$ cat src/shared/vasr_params.svh
// Purpose: Offsets, field positions, reset values and counts of the ancillary/status bank
// Assumes: Register index times four gives the AXI4-Lite byte address
// Notes:   Definitions only
`ifndef VASR_PARAMS_SVH
`define VASR_PARAMS_SVH
// ----------------------------------------------------------------
// Register indices and address width
// ----------------------------------------------------------------
`define VASR_ADDR_W        16
`define VASR_IDX_IDENT     12'h40a
`define VASR_IDX_AUDIO     12'h40b
`define VASR_IDX_CP        12'h40c
`define VASR_IDX_GS1       12'h40d
`define VASR_IDX_GS2       12'h40e
`define VASR_IDX_OUTCTL    12'h41f
// ----------------------------------------------------------------
// Field positions
// ----------------------------------------------------------------
`define VASR_ID1_LSB       2
`define VASR_ID0_LSB       0
`define VASR_AUDIO_GROUP_SEL_LSB   6
`define VASR_AUD_RATE_LSB  4
`define VASR_AUD_GLOBAL    3
`define VASR_TEN_BIT_POS   2
`define VASR_VQUAL_POS     0
`define VASR_OUTCTL_MASK   8'h05
`define VASR_IDENT_MASK    8'h0f
// ----------------------------------------------------------------
// Reset values
// ----------------------------------------------------------------
`define VASR_RST_BYTE      8'h00
`define VASR_RST_STANDARD  4'h1
// ----------------------------------------------------------------
// Counts
// ----------------------------------------------------------------
`define VASR_VSYNC_WINDOW  10'h002
`define VASR_HSYNC_HIST    32
`define VASR_VSYNC_HIST    16
`define VASR_HSYNC_TOL     8'h04
`define VASR_RESP_OKAY     2'h0
`define VASR_RESP_DECERR   2'h3
`endif

$ cat src/shared/vasr_pkg.sv
// Purpose: Types of the ancillary/status bank
// Assumes: Widths fixed by the bank layout
// Notes:   Constants live in vasr_params.svh
package vasr_pkg;
   // Register selected by a decoded address
   typedef enum logic [2:0] {SEL_NONE, SEL_IDENT, SEL_AUDIO, SEL_CP, SEL_GS1, SEL_GS2, SEL_OUTCTL} vasr_sel_t;

   // Whole state of the bank module
   typedef struct packed {
      logic        awReady;
      logic        wReady;
      logic        awHave;
      logic        wHave;
      logic [15:0] awAddr;
      logic [7:0]  wData;
      logic        wLane0;
      logic        bValid;
      logic [1:0]  bResp;
      logic        arReady;
      logic        rValid;
      logic [31:0] rData;
      logic [1:0]  rResp;
      logic [3:0]  identLow;
      logic [7:0]  audioCtrl;
      logic [7:0]  outCtrl;
      logic [7:0]  cpStat;
      logic [7:0]  gs1;
      logic [7:0]  gs2;
      logic        specialPlayN;
      logic        videoPresent;
      logic [1:0]  firstIdLow;
      logic [1:0]  secondIdLow;
      logic [1:0]  groupSel;
      logic [1:0]  rateSel;
      logic [2:0]  insertEn;
      logic        tenBit;
   } vasr_state_t;
endpackage : vasr_pkg

$ cat src/shared/vasr_hist_if.sv
// Purpose: Carries sync pulses and their verdict between bank and history tracker
// Assumes: All signals on the device clock
// Notes:   One instance per sync kind
`timescale 1ns/1ps
interface vasr_hist_if;
   logic pulse;
   logic hit;
   logic allNear;
   modport tracker (input pulse, input hit, output allNear);
   modport feeder  (output pulse, output hit, input allNear);
endinterface : vasr_hist_if

$ cat src/logic/vasr_hit_history.sv
// Purpose: Remembers whether the last DEPTH sync pulses were near their expected place
// Assumes: pulse is one cycle wide, hit valid with it
// Notes:   allNear stays low until DEPTH pulses have been seen
`timescale 1ns/1ps
module vasr_hit_history
   import vasr_pkg::*;
#(
   parameter int DEPTH = 32
)(
   input  wire logic clock,
   input  wire logic rst,
   vasr_hist_if.tracker hist
);
   localparam int CW = $clog2(DEPTH + 1);

   typedef struct packed {
      logic [DEPTH-1:0] bits;
      logic [CW-1:0]    seen;
      logic             allNear;
   } vasr_hist_state_t;

   vasr_hist_state_t s_r;
   vasr_hist_state_t s_nxt;

   // Shift in each pulse verdict, count pulses up to DEPTH
   always_comb
   begin
      s_nxt = s_r;
      if (hist.pulse)
      begin
         s_nxt.bits = {s_r.bits[DEPTH-2:0], hist.hit};
         if (s_r.seen != CW'(DEPTH))
            s_nxt.seen = s_r.seen + CW'(1);
      end
      s_nxt.allNear = (s_nxt.seen == CW'(DEPTH)) && (&s_nxt.bits);
   end

   // State register
   always_ff @(posedge clock)
   begin
      if (rst)
         s_r <= '0;
      else
         s_r <= s_nxt;
   end

   assign hist.allNear = s_r.allNear;
endmodule : vasr_hit_history

$ cat src/logic/vasr_status_bank.sv
// Purpose: Ancillary ident/audio control and read-only video status bank on AXI4-Lite
// Assumes: Detector inputs come from logic on the same clock; 32-bit data, byte-wide registers
// Notes:   Status is snapshotted every cycle so a read returns one coherent byte
//
// Design decision made here: the AXI4-Lite slave port.
`timescale 1ns/1ps
`include "vasr_params.svh"
module vasr_status_bank
   import vasr_pkg::*;
#(
   parameter logic [7:0] HSYNC_TOL = `VASR_HSYNC_TOL
)(
   input  wire logic        clock,
   input  wire logic        rst,
   input  wire logic [15:0] s_axi_awaddr,
   input  wire logic        s_axi_awvalid,
   output logic             s_axi_awready,
   input  wire logic [31:0] s_axi_wdata,
   input  wire logic [3:0]  s_axi_wstrb,
   input  wire logic        s_axi_wvalid,
   output logic             s_axi_wready,
   output logic [1:0]       s_axi_bresp,
   output logic             s_axi_bvalid,
   input  wire logic        s_axi_bready,
   input  wire logic [15:0] s_axi_araddr,
   input  wire logic        s_axi_arvalid,
   output logic             s_axi_arready,
   output logic [31:0]      s_axi_rdata,
   output logic [1:0]       s_axi_rresp,
   output logic             s_axi_rvalid,
   input  wire logic        s_axi_rready,
   input  wire logic        cpPulsePairDetected,
   input  wire logic        cpThirdKindStripe,
   input  wire logic        cpColourStripe,
   input  wire logic        cpPseudoSync,
   input  wire logic        vsyncLevel,
   input  wire logic        rateConvFifoUnderflow,
   input  wire logic        rateConvFifoOverflow,
   input  wire logic        fieldOdd,
   input  wire logic [3:0]  detectedStandardCode,
   input  wire logic        gainCtrlLocked,
   input  wire logic        subcarrierLocked,
   input  wire logic        verticalLocked,
   input  wire logic        rateConvLocked,
   input  wire logic        horizontalLocked,
   input  wire logic        vsyncPulse,
   input  wire logic [9:0]  currentLine,
   input  wire logic [9:0]  expectedVsyncLine,
   input  wire logic        hsyncPulse,
   input  wire logic [7:0]  hsyncPhaseError,
   output logic [1:0]       firstAncIdentWordLow,
   output logic [1:0]       secondAncIdentWordLow,
   output logic             tenBitOutputSel,
   output logic [1:0]       audioGroupSel,
   output logic [1:0]       audioSampleRate,
   output logic [2:0]       fifoInsertEnable,
   output logic             specialPlayN,
   output logic             videoPresentFlag
);
   // ----------------------------------------------------------------
   // Sync history trackers
   // ----------------------------------------------------------------
   vasr_hist_if hHist ();
   vasr_hist_if vHist ();

   logic [9:0] lineDist;
   logic       vsyncNear;

   // Distance of detected vsync from its expected line
   assign lineDist  = (currentLine >= expectedVsyncLine) ? (currentLine - expectedVsyncLine)
                                                         : (expectedVsyncLine - currentLine);
   assign vsyncNear = (lineDist <= `VASR_VSYNC_WINDOW);

   // Feed pulses and their verdicts to the trackers
   assign hHist.pulse = hsyncPulse;
   assign hHist.hit   = (hsyncPhaseError <= HSYNC_TOL);
   assign vHist.pulse = vsyncPulse;
   assign vHist.hit   = vsyncNear;

   vasr_hit_history #(.DEPTH(`VASR_HSYNC_HIST)) hTrack
   (
      .clock (clock),
      .rst   (rst),
      .hist  (hHist.tracker)
   );

   vasr_hit_history #(.DEPTH(`VASR_VSYNC_HIST)) vTrack
   (
      .clock (clock),
      .rst   (rst),
      .hist  (vHist.tracker)
   );

   // ----------------------------------------------------------------
   // Address decode and read mux
   // ----------------------------------------------------------------
   function automatic vasr_sel_t decode(input logic [15:0] addr);
      vasr_sel_t sel;
      sel = SEL_NONE;
      if (addr[15:14] == 2'h0)
      begin
         case (addr[13:2])
            `VASR_IDX_IDENT  : sel = SEL_IDENT;
            `VASR_IDX_AUDIO  : sel = SEL_AUDIO;
            `VASR_IDX_CP     : sel = SEL_CP;
            `VASR_IDX_GS1    : sel = SEL_GS1;
            `VASR_IDX_GS2    : sel = SEL_GS2;
            `VASR_IDX_OUTCTL : sel = SEL_OUTCTL;
            default          : sel = SEL_NONE;
         endcase
      end
      return sel;
   endfunction : decode

   function automatic logic [7:0] readByte(input vasr_sel_t sel, input vasr_state_t st);
      logic [7:0] b;
      b = 8'h00;
      case (sel)
         SEL_IDENT  : b = {4'h0, st.identLow};
         SEL_AUDIO  : b = st.audioCtrl;
         SEL_CP     : b = st.cpStat;
         SEL_GS1    : b = st.gs1;
         SEL_GS2    : b = st.gs2;
         SEL_OUTCTL : b = st.outCtrl;
         default    : b = 8'h00;
      endcase
      return b;
   endfunction : readByte

   // ----------------------------------------------------------------
   // State
   // ----------------------------------------------------------------
   vasr_state_t s_r;
   vasr_state_t s_nxt;
   vasr_sel_t   wSel;
   logic        cpStripe;
   logic [1:0]  cpCode;

   assign wSel     = decode(s_r.awAddr);
   assign cpStripe = cpColourStripe | cpThirdKindStripe;
   // Copy-control code: none, pseudo sync, plus stripe, plus third-kind stripe
   assign cpCode   = !cpPseudoSync      ? 2'h0 :
                     cpThirdKindStripe  ? 2'h3 :
                     cpStripe           ? 2'h2 : 2'h1;

   // Next-state logic: bus handshakes, register writes, status snapshot
   always_comb
   begin
      s_nxt = s_r;
      // Write address and data are taken independently
      if (s_axi_awvalid && s_r.awReady)
      begin
         s_nxt.awHave  = 1'b1;
         s_nxt.awAddr  = s_axi_awaddr;
         s_nxt.awReady = 1'b0;
      end
      if (s_axi_wvalid && s_r.wReady)
      begin
         s_nxt.wHave  = 1'b1;
         s_nxt.wData  = s_axi_wdata[7:0];
         s_nxt.wLane0 = s_axi_wstrb[0];
         s_nxt.wReady = 1'b0;
      end
      // Perform the write once both halves are held
      if (s_r.awHave && s_r.wHave && !s_r.bValid)
      begin
         s_nxt.bValid = 1'b1;
         s_nxt.bResp  = (wSel == SEL_NONE) ? `VASR_RESP_DECERR : `VASR_RESP_OKAY;
         if (s_r.wLane0)
         begin
            case (wSel)
               SEL_IDENT  : s_nxt.identLow  = s_r.wData[3:0];
               SEL_AUDIO  : s_nxt.audioCtrl = s_r.wData;
               SEL_OUTCTL : s_nxt.outCtrl   = s_r.wData & `VASR_OUTCTL_MASK;
               default    : s_nxt.bResp     = s_nxt.bResp;
            endcase
         end
      end
      // Response retires, channels reopen
      if (s_r.bValid && s_axi_bready)
      begin
         s_nxt.bValid  = 1'b0;
         s_nxt.awHave  = 1'b0;
         s_nxt.wHave   = 1'b0;
         s_nxt.awReady = 1'b1;
         s_nxt.wReady  = 1'b1;
      end
      // Read: answer one cycle after the address is taken
      if (s_axi_arvalid && s_r.arReady)
      begin
         s_nxt.arReady = 1'b0;
         s_nxt.rValid  = 1'b1;
         s_nxt.rData   = {24'h000000, readByte(decode(s_axi_araddr), s_r)};
         s_nxt.rResp   = (decode(s_axi_araddr) == SEL_NONE) ? `VASR_RESP_DECERR : `VASR_RESP_OKAY;
      end
      if (s_r.rValid && s_axi_rready)
      begin
         s_nxt.rValid  = 1'b0;
         s_nxt.arReady = 1'b1;
      end
      // Status snapshot, one byte per register
      s_nxt.cpStat = {cpPulsePairDetected, cpThirdKindStripe, cpStripe, cpPseudoSync,
                      2'h0, cpCode};
      s_nxt.gs1    = {vsyncLevel, rateConvFifoUnderflow, rateConvFifoOverflow, fieldOdd,
                      detectedStandardCode};
      // Special play updates on each detected vsync
      if (vsyncPulse)
         s_nxt.specialPlayN = vsyncNear;
      // Presence: hsync history, optionally qualified by vsync history
      s_nxt.videoPresent = hHist.allNear &&
                           (!s_r.outCtrl[`VASR_VQUAL_POS] || vHist.allNear);
      s_nxt.gs2    = {1'b0, s_r.specialPlayN, s_r.videoPresent, gainCtrlLocked, subcarrierLocked,
                      verticalLocked, rateConvLocked, horizontalLocked};
      // Outputs driven from the control registers
      s_nxt.tenBit      = s_nxt.outCtrl[`VASR_TEN_BIT_POS];
      s_nxt.firstIdLow  = s_nxt.tenBit ? s_nxt.identLow[`VASR_ID0_LSB +: 2] : 2'h0;
      s_nxt.secondIdLow = s_nxt.tenBit ? s_nxt.identLow[`VASR_ID1_LSB +: 2] : 2'h0;
      s_nxt.groupSel    = s_nxt.audioCtrl[`VASR_AUDIO_GROUP_SEL_LSB +: 2];
      s_nxt.rateSel     = s_nxt.audioCtrl[`VASR_AUD_RATE_LSB +: 2];
      s_nxt.insertEn    = {3{s_nxt.audioCtrl[`VASR_AUD_GLOBAL]}} & s_nxt.audioCtrl[2:0];
   end

   // State register with reset values
   always_ff @(posedge clock)
   begin
      if (rst)
      begin
         s_r           <= '0;
         s_r.awReady   <= 1'b1;
         s_r.wReady    <= 1'b1;
         s_r.arReady   <= 1'b1;
         s_r.audioCtrl <= `VASR_RST_BYTE;
         s_r.gs1       <= {4'h0, `VASR_RST_STANDARD};
      end
      else
         s_r <= s_nxt;
   end

   // ----------------------------------------------------------------
   // Outputs
   // ----------------------------------------------------------------
   assign s_axi_awready         = s_r.awReady;
   assign s_axi_wready          = s_r.wReady;
   assign s_axi_bvalid          = s_r.bValid;
   assign s_axi_bresp           = s_r.bResp;
   assign s_axi_arready         = s_r.arReady;
   assign s_axi_rvalid          = s_r.rValid;
   assign s_axi_rdata           = s_r.rData;
   assign s_axi_rresp           = s_r.rResp;
   assign firstAncIdentWordLow  = s_r.firstIdLow;
   assign secondAncIdentWordLow = s_r.secondIdLow;
   assign tenBitOutputSel       = s_r.tenBit;
   assign audioGroupSel         = s_r.groupSel;
   assign audioSampleRate       = s_r.rateSel;
   assign fifoInsertEnable      = s_r.insertEn;
   assign specialPlayN          = s_r.specialPlayN;
   assign videoPresentFlag      = s_r.videoPresent;
endmodule : vasr_status_bank

$ cat config.mk
export PLATFORM = sky130hd
export DESIGN_NAME = vasr_status_bank
export DESIGN_NICKNAME = d
export VERILOG_FILES = /design/src/shared/vasr_pkg.sv /design/src/shared/vasr_hist_if.sv /design/src/logic/vasr_hit_history.sv /design/src/logic/vasr_status_bank.sv
export VERILOG_INCLUDE_DIRS = /design/src /design/src/shared
export SDC_FILE = /design/constraint.sdc
export NUM_CORES = 1
export LEC_CHECK = 0
export ABC_AREA = 1
export BUFFER_PORTS_ARGS = -buffer_cell sky130_fd_sc_hd__buf_4
export CAP_MARGIN = 0
export CELL_PAD_IN_SITES_DETAIL_PLACEMENT = 0
export CELL_PAD_IN_SITES_GLOBAL_PLACEMENT = 1
export CORE_UTILIZATION = 41
export CTS_BUF_LIST = sky130_fd_sc_hd__clkbuf_8 sky130_fd_sc_hd__clkbuf_16
export CTS_CLUSTER_SIZE = 10
export DETAILED_ROUTE_END_ITERATION = 8
export GPL_ROUTABILITY_DRIVEN = 0
export HOLD_SLACK_MARGIN = 0.03
export MAX_ROUTING_LAYER = met4
export PLACE_DENSITY = 0.85
export SYNTH_ARGS = -nofsm -noshare
export SYNTH_HDL_FRONTEND = slang
export SYNTH_SLANG_ARGS = --single-unit
export TNS_END_PERCENT = 100
$ cat constraint.sdc
create_clock -name clock -period 6.6 [get_ports clock]
set_input_delay 1.32 -clock clock [delete_from_list [all_inputs] [get_ports clock]]
set_output_delay 1.32 -clock clock [all_outputs]
set_load 0.02 [all_outputs]
==> reports/results.ini, run 1 <==
[timing]
fin_crit_ns = 3.090
clock_skew_ns = 0.005399
worst_pin_slew_ns = 0.9943
hold_viol = 0
post-route-period-util = 0.4682
fin_tns_setup_ns = 0
setup_viol_count_final = 0
hold_ws_ns = 0.4371
timing.slew.headroom = 0.3372
rsz0062_at_grt = no
fmax_ghz = 0.3236
slew_violations = 0

[setup_path]
cpMaxStageDelayCell = fa_1
cp_max_fo = 4
timing.critical_path.to_type = flop
worst-path-stages = 14
path_buf_inv = 1
cp-start-kind = primary input
startpoint = currentLine[0]
crit_type = in2reg
crit_family = simple AND/OR/NAND/NOR gates
r2r_slack_ns = 4.49
critical_path_required_ns = 6.94
critPathMostFrequentCell = nand2_1
max_stage_delay_ns = 0.42
r2r.worst_path.cells = 12
cp_cell_sequence = buf_4 -> ha_1 -> fa_1 -> o21ai_0 -> nand2_1 -> nand2_1 -> nand2_1 -> nand2_1 -> nand2_1 -> nor2_1 -> nand3_1 -> nand2_1 -> nand3_2 -> a21oi_1
regToRegEndpoint = fifoInsertEnable[2]
r2r-start = s_r[117]
critical_path_arrival_ns = 3.43
endpoint = vTrack.hist.allNear

[final_layout]
drive_gt1_frac = 0.1529
area_delta_synth_final_pct = 18.54
antenna_cells = 0
nets = 1259

[synth]
synth.yosys.seq_area_share = 0.3942
synth_cells = 1023
synth_most_common_cell = nand2_1
synth_area_leaders = dfxtp_1, nand2_1, nor2_1
yosys_most_used_dff = dfxtp_1
synth_edf_count = 0
synth_top_cell_by_area = dfxtp_1
yosysUniqueCellTypes = 44
ys_ff_latch = 145
synth_area_sq_um = 7365
avgSynthCellArea_sq_um = 7.199
netlist_top_cells_count = nand2_1, nor2_1, dfxtp_1
async_flop_share = 0
ys_warn_count = 0
synth_top_area_share = 0.3942

[detailed_routing]
routedWlPerCell_um = 11.58
drt.antenna.violating_nets = 0
routed_wl_um = 15630
dr.pass1.iters = 4
num_vias = 6259
viasPerCell = 4.636
drtIter0Drc = 290
drc_errors = 0

[power]
leakagePower_nw = 4.247
peakVddDrop_mv = 0.1797
powerDensity_nw_per_um2 = 241.6

[clock_network]
cts_buffers = 17
clk_latency_ns = 0.42
postCtsHoldBufs = 0
clockBufferDepth = 2
cts_setup_buffers = 0
clk_pin_slew_ns = 0.06
clkSinkCount = 145
h-tree-depth = 4
tritoncts = yes
cts_resized = 0
cts-root-buf = clkbuf_16

[flow_run]
cap_violations = 0

[floorplan]
rows = 48
dieArea_sq_um = 18500
ioPinCount = 177
die_h_um = 136.0
initial_utilization = 0.4228
core_area_sq_um = 17420
die_w_um = 136.0

[global_routing]
antenna_found_initial = 0
track_usage = 0.1805
grt_max_degree = 97
grt_pass1_wl_um = 25820
gr-total-overflow = 0
first_global_vias = 5848

[worst_hold_path]
hp-class = reg2reg

[run_status]
run_status = finished clean

[placed_design]
io_buffers = 121
hpwl_um = 11690

==> report_power, final <==
part           internal (mW)  total, mW  switching [mW]  leakage, nW
Combinational          0.103      0.261           0.158         2.78
Clock                  0.529      0.924           0.395        0.286
Sequential             0.908      0.924          0.0153         1.19
Total                   1.54       2.11           0.568         4.25
==> cells by family (layout without fill, tap and decap cells) <==
| kind of cell | after synthesis | count (layout) | synth area share |
|---|---|---|---|
| and+or+nand+nor | 453 | 453 | 0.2633 |
| xor gates and xnor gates | 9 | 9 | 0.01070 |
| muxes | 32 | 32 | 0.04349 |
| buffers and inverters | 218 | 297 | 0.1397 |
| AOI/OAI and AO/OA | 140 | 140 | 0.1036 |
| other | 1 | 24 | 0.0005092 |
| DFF | 145 | 145 | 0.3942 |
| adders and majority gates | 25 | 25 | 0.04451 |
==> layout make-up <==
class / count / area (sq um)
multi-input cells: 683 / 3520
repair buffers: 122 / 915.9
flip-flops and latches: 145 / 2903
clock buffers: 17 / 425.4
fillers: 1787 / 8687
inverters: 143 / 536.8
clock inverters: 15 / 147.6
well taps: 225 / 281.5
==> state kept, by name, indices dropped and copies added, names as in the netlist <==
signal / cells
specialPlayN: 1
s_axi_bvalid: 1
s_axi_wready: 1
firstAncIdentWordLow: 2
s_axi_bresp: 1
s_axi_rvalid: 1
hTrack.hist.allNear: 1
s_axi_awready: 1
s_axi_rdata: 8
vTrack.s_r: 21
fifoInsertEnable: 3
secondAncIdentWordLow: 2
s_axi_rresp: 1
s_r: 60
s_axi_arready: 1
vTrack.hist.allNear: 1
videoPresentFlag: 1
hTrack.s_r: 38
==> metal layers <==
metal	vias to the layer above	share of wire	GRT usage
met5	-	0	-
met2	96	0.49	0.3080
li1	3377	-	-
met3	22	0.035	0.02983
met1	2764	0.46	0.2117
met4	0	0.016	0.06790
==> layout by cell type (no fill, tap or decap), drive strengths merged, types with 8 or more instances in the layout <==
master	n
dfxtp	145
nand4	10
clkbuf	17
inv	150
a21oi	54
nor2	167
nor4	14
nand2	178
mux2i	32
nand3	67
buf	122
o21ai	64
ha	23
conb	24
nor3	8
xor2	8
==> stage by stage <==
stage          utilization  power [mW]  instances  cell area [sq um]  setup WS (ns)
3_3_place_gp        0.4683       1.201       1318               8157          3.206
3_5_place_dp        0.4683       1.204       1318               8157          3.169
6_report            0.5012       2.109       1350               8730          3.510
5_1_grt             0.5012       2.207       1350               8730          3.355
2_1_floorplan            -       1.130       1046               7451          3.604
4_1_cts             0.5012       2.133       1350               8730          3.562
==> worst register-to-register path, cell delays in order (launching register included) <==
cell	delay [ns]
dfxtp_1	0.31
nor2_1	0.09
nand3_1	0.16
nor2_4	0.21
nand3_1	0.12
nand3_1	0.11
nand2_1	0.06
nand2_1	0.10
nand4_2	0.31
nand2_1	0.15
inv_1	0.04
nor2_1	0.23
nor2_1	0.10
==> how the worst min path moves through the flow <==
stage / start / end / slack, ns / cells past startpoint
2_1_floorplan: hTrack.hist.allNear / videoPresentFlag / 0.41 / 2
3_3_place_gp: hTrack.hist.allNear / videoPresentFlag / 0.42 / 2
3_5_place_dp: hTrack.hist.allNear / videoPresentFlag / 0.43 / 2
4_1_cts: hTrack.hist.allNear / videoPresentFlag / 0.44 / 2
5_1_grt: hTrack.hist.allNear / videoPresentFlag / 0.48 / 2
6_report: hTrack.hist.allNear / videoPresentFlag / 0.44 / 2
No activity file was read; power rests on OpenSTA's default activity.
==> run 2: changes to the inputs <==
- CORE_UTILIZATION: 41 -> 35
- PLACE_DENSITY: 0.85 -> 0.77
- clock period: 6.6 -> 2.8 ns (I/O delays scaled with it)
==> run 2 against run 1 <==
  * Global-route usage is 2.1 points lower
  * Cell count is 3.7% higher
  * Setup slack worse by 2.9 ns
  * Sequential cell count stayed put
==> reports/results.ini, run 2 (same netlist as run 1, synthesis figures left out) <==
[floorplan]
initial_utilization = 0.3605  ; -0.06236
dieArea_sq_um = 21630  ; +17%
die_w_um = 147.1  ; +8.1%
rows = 52  ; +8.3%
core_area_sq_um = 20430  ; +17%
die_h_um = 147.1  ; +8.1%
ioPinCount = 177  ; unchanged

[clock_network]
cts_resized = 0  ; unchanged
clk_pin_slew_ns = 0.06  ; about the same
cts_buffers = 17  ; unchanged
cts-root-buf = clkbuf_16
clk_latency_ns = 0.42  ; about the same
tritoncts = yes
clkSinkCount = 145  ; unchanged
cts_setup_buffers = 0  ; unchanged
clockBufferDepth = 2  ; unchanged
postCtsHoldBufs = 0  ; unchanged
h-tree-depth = 4  ; unchanged

[global_routing]
top_usage_layer = met2
gr-total-overflow = 0  ; unchanged
antenna_found_initial = 0  ; unchanged
first_global_vias = 5788  ; -1.0%
use_met3 = 0.03137  ; +0.001538
track_usage = 0.1595  ; -0.02109
gr-usage-met2 = 0.2547  ; -0.05324
grt_pass1_wl_um = 26940  ; +4.4%
grt_max_degree = 56  ; -42%
grtUsageMet1 = 0.2032  ; -0.008438

[run_status]
run_status = finished clean

[setup_path]
cp-start-kind = primary input
cp_max_fo = 4  ; unchanged
r2r_slack_ns = 0.69  ; -3.80 ns
regToRegEndpoint = fifoInsertEnable[0]
timing.critical_path.to_type = flop
r2r-start = s_r[117]
r2r.worst_path.cells = 12  ; unchanged
crit_type = in2reg
critical_path_arrival_ns = 2.50  ; -0.93 ns
critical_path_required_ns = 3.15  ; -3.79 ns

[final_layout]
multi_input_area_sq_um = 3520  ; unchanged
mostFrequentLayoutCell = nand2_1
nets = 1264  ; +0.40%
area_delta_synth_final_pct = 21.02
final_cell_mix = nand2_1, nor2_1, dfxtp_1, inv_1, buf_4
regArea_sq_um = 2903  ; unchanged
top_regs = s_r (60), hTrack.s_r (38), vTrack.s_r (21)
n_fill_cell = 2144  ; +20%
largest_reg_flops = 60  ; unchanged
layoutNonFillerInstCount = 1400  ; +3.7%
drive_gt1_frac = 0.1566  ; +0.003748
antenna_cells = 0  ; unchanged
regMostFlops = s_r

[timing]
fin_tns_setup_ns = 0  ; unchanged
post-route-period-util = 0.7687
worst_pin_slew_ns = 0.5373  ; -0.4570 ns
slew_violations = 0  ; unchanged
timing.slew.headroom = 0.6410  ; +0.3038
hold_ws_ns = 0.3288  ; -0.1082 ns
fin_crit_ns = 2.152
hold_viol = 0  ; unchanged
setup_viol_count_final = 0  ; unchanged
clock_skew_ns = 0.01115  ; +0.005755 ns
rsz0062_at_grt = no
fmax_ghz = 0.4646

[placed_design]
io_buffers = 121  ; unchanged
post-place-cells = 1368  ; +3.8%
hpwl_um = 12310  ; +5.3%

[detailed_routing]
viasPerCell = 4.458  ; -3.8%
drt.antenna.violating_nets = 0  ; unchanged
drc_errors = 0  ; unchanged
routedWlPerCell_um = 11.60  ; +0.16%
num_vias = 6241  ; -0.29%
drtIter0Drc = 218  ; -25%
routed_wl_um = 16230  ; +3.9%
dr.pass1.iters = 4  ; unchanged

[power]
leakagePower_nw = 4.300  ; +1.2%
peakVddDrop_mv = 0.4180  ; +130%
powerDensity_nw_per_um2 = 591.7  ; +140%

[worst_hold_path]
holdPathEnd = s_r[22]
min_from = detectedStandardCode[0]
min_path_cells = 2  ; unchanged
hp-class = in2reg

[flow_run]
cap_violations = 0  ; unchanged

## run 2: changes by cell type in the layout (fill, tap and decap cells not counted)
| cell | change |
|---|---|
| clkinv_2 | -1 |
| clkinvlp_4 | +3 |
| inv_6 | -5 |
| buf_12 | +1 |
| bufinv_16 | +3 |
| clkbuf_8 | +2 |
| clkinv_4 | -3 |
| buf_4 | +4 |
| inv_8 | +1 |
## run 2: power by group
group	internal [mW]	switching (mW)	total (mW)
Sequential	2.14	0.0360	2.18
Combinational	0.250	0.377	0.627
Clock	1.56	0.915	2.47
## run 2: per-stage QoR
stage,utilization,power (mW),area [sq um],setup WS (ns)
after global routing,0.4362,5.541,8912,0.4153
after detailed placement,0.4045,2.853,8263,0.2682
after global placement,0.4045,2.849,8263,0.2934
final,0.4362,5.274,8912,0.6477
after CTS,0.4362,5.337,8912,0.6811
after floorplan,-,2.664,7451,0.5637
## run 2: metal layers
metal	vias to the layer above	part of all wire
li1	3384	-
met1	2740	0.49
met2	101	0.46
met3	16	0.035
met4	0	0.012
met5	-	0
## run 2: final cells by class
cell class	instances	share of cell area
clock buffer	19	0.05082
clock inverter	13	0.02204
inverter	143	0.06023
multi-input combinational	683	0.3949
sequential	145	0.3257
tap	270	0.03791
timing repair buffer	127	0.1084
## run 2: worst max path at each step
stage                    startpoint                  end  slack (ns)  cells past startpoint
4_1_cts                    s_r[117]  fifoInsertEnable[1]        0.68                     11
5_1_grt              currentLine[2]        vTrack.s_r[6]        0.42                     15
6_report             currentLine[0]        vTrack.s_r[6]        0.65                     15
2_1_floorplan  expectedVsyncLine[0]        vTrack.s_r[6]        0.56                     14
3_3_place_gp         currentLine[0]  vTrack.hist.allNear        0.29                     14
3_5_place_dp         currentLine[0]        vTrack.s_r[6]        0.27                     15
## run 2: critical path: stages
cell and delay, ns:
buf_4 0.11, ha_1 0.24, fa_1 0.41, o21ai_0 0.18
buf_4 0.15, nand2_1 0.06, nand2_1 0.07, nand2_1 0.05
nand2_1 0.06, nand2_1 0.05, nor2_1 0.12, nand3_1 0.11
nand2_1 0.09, nand3_2 0.09, a21oi_1 0.14
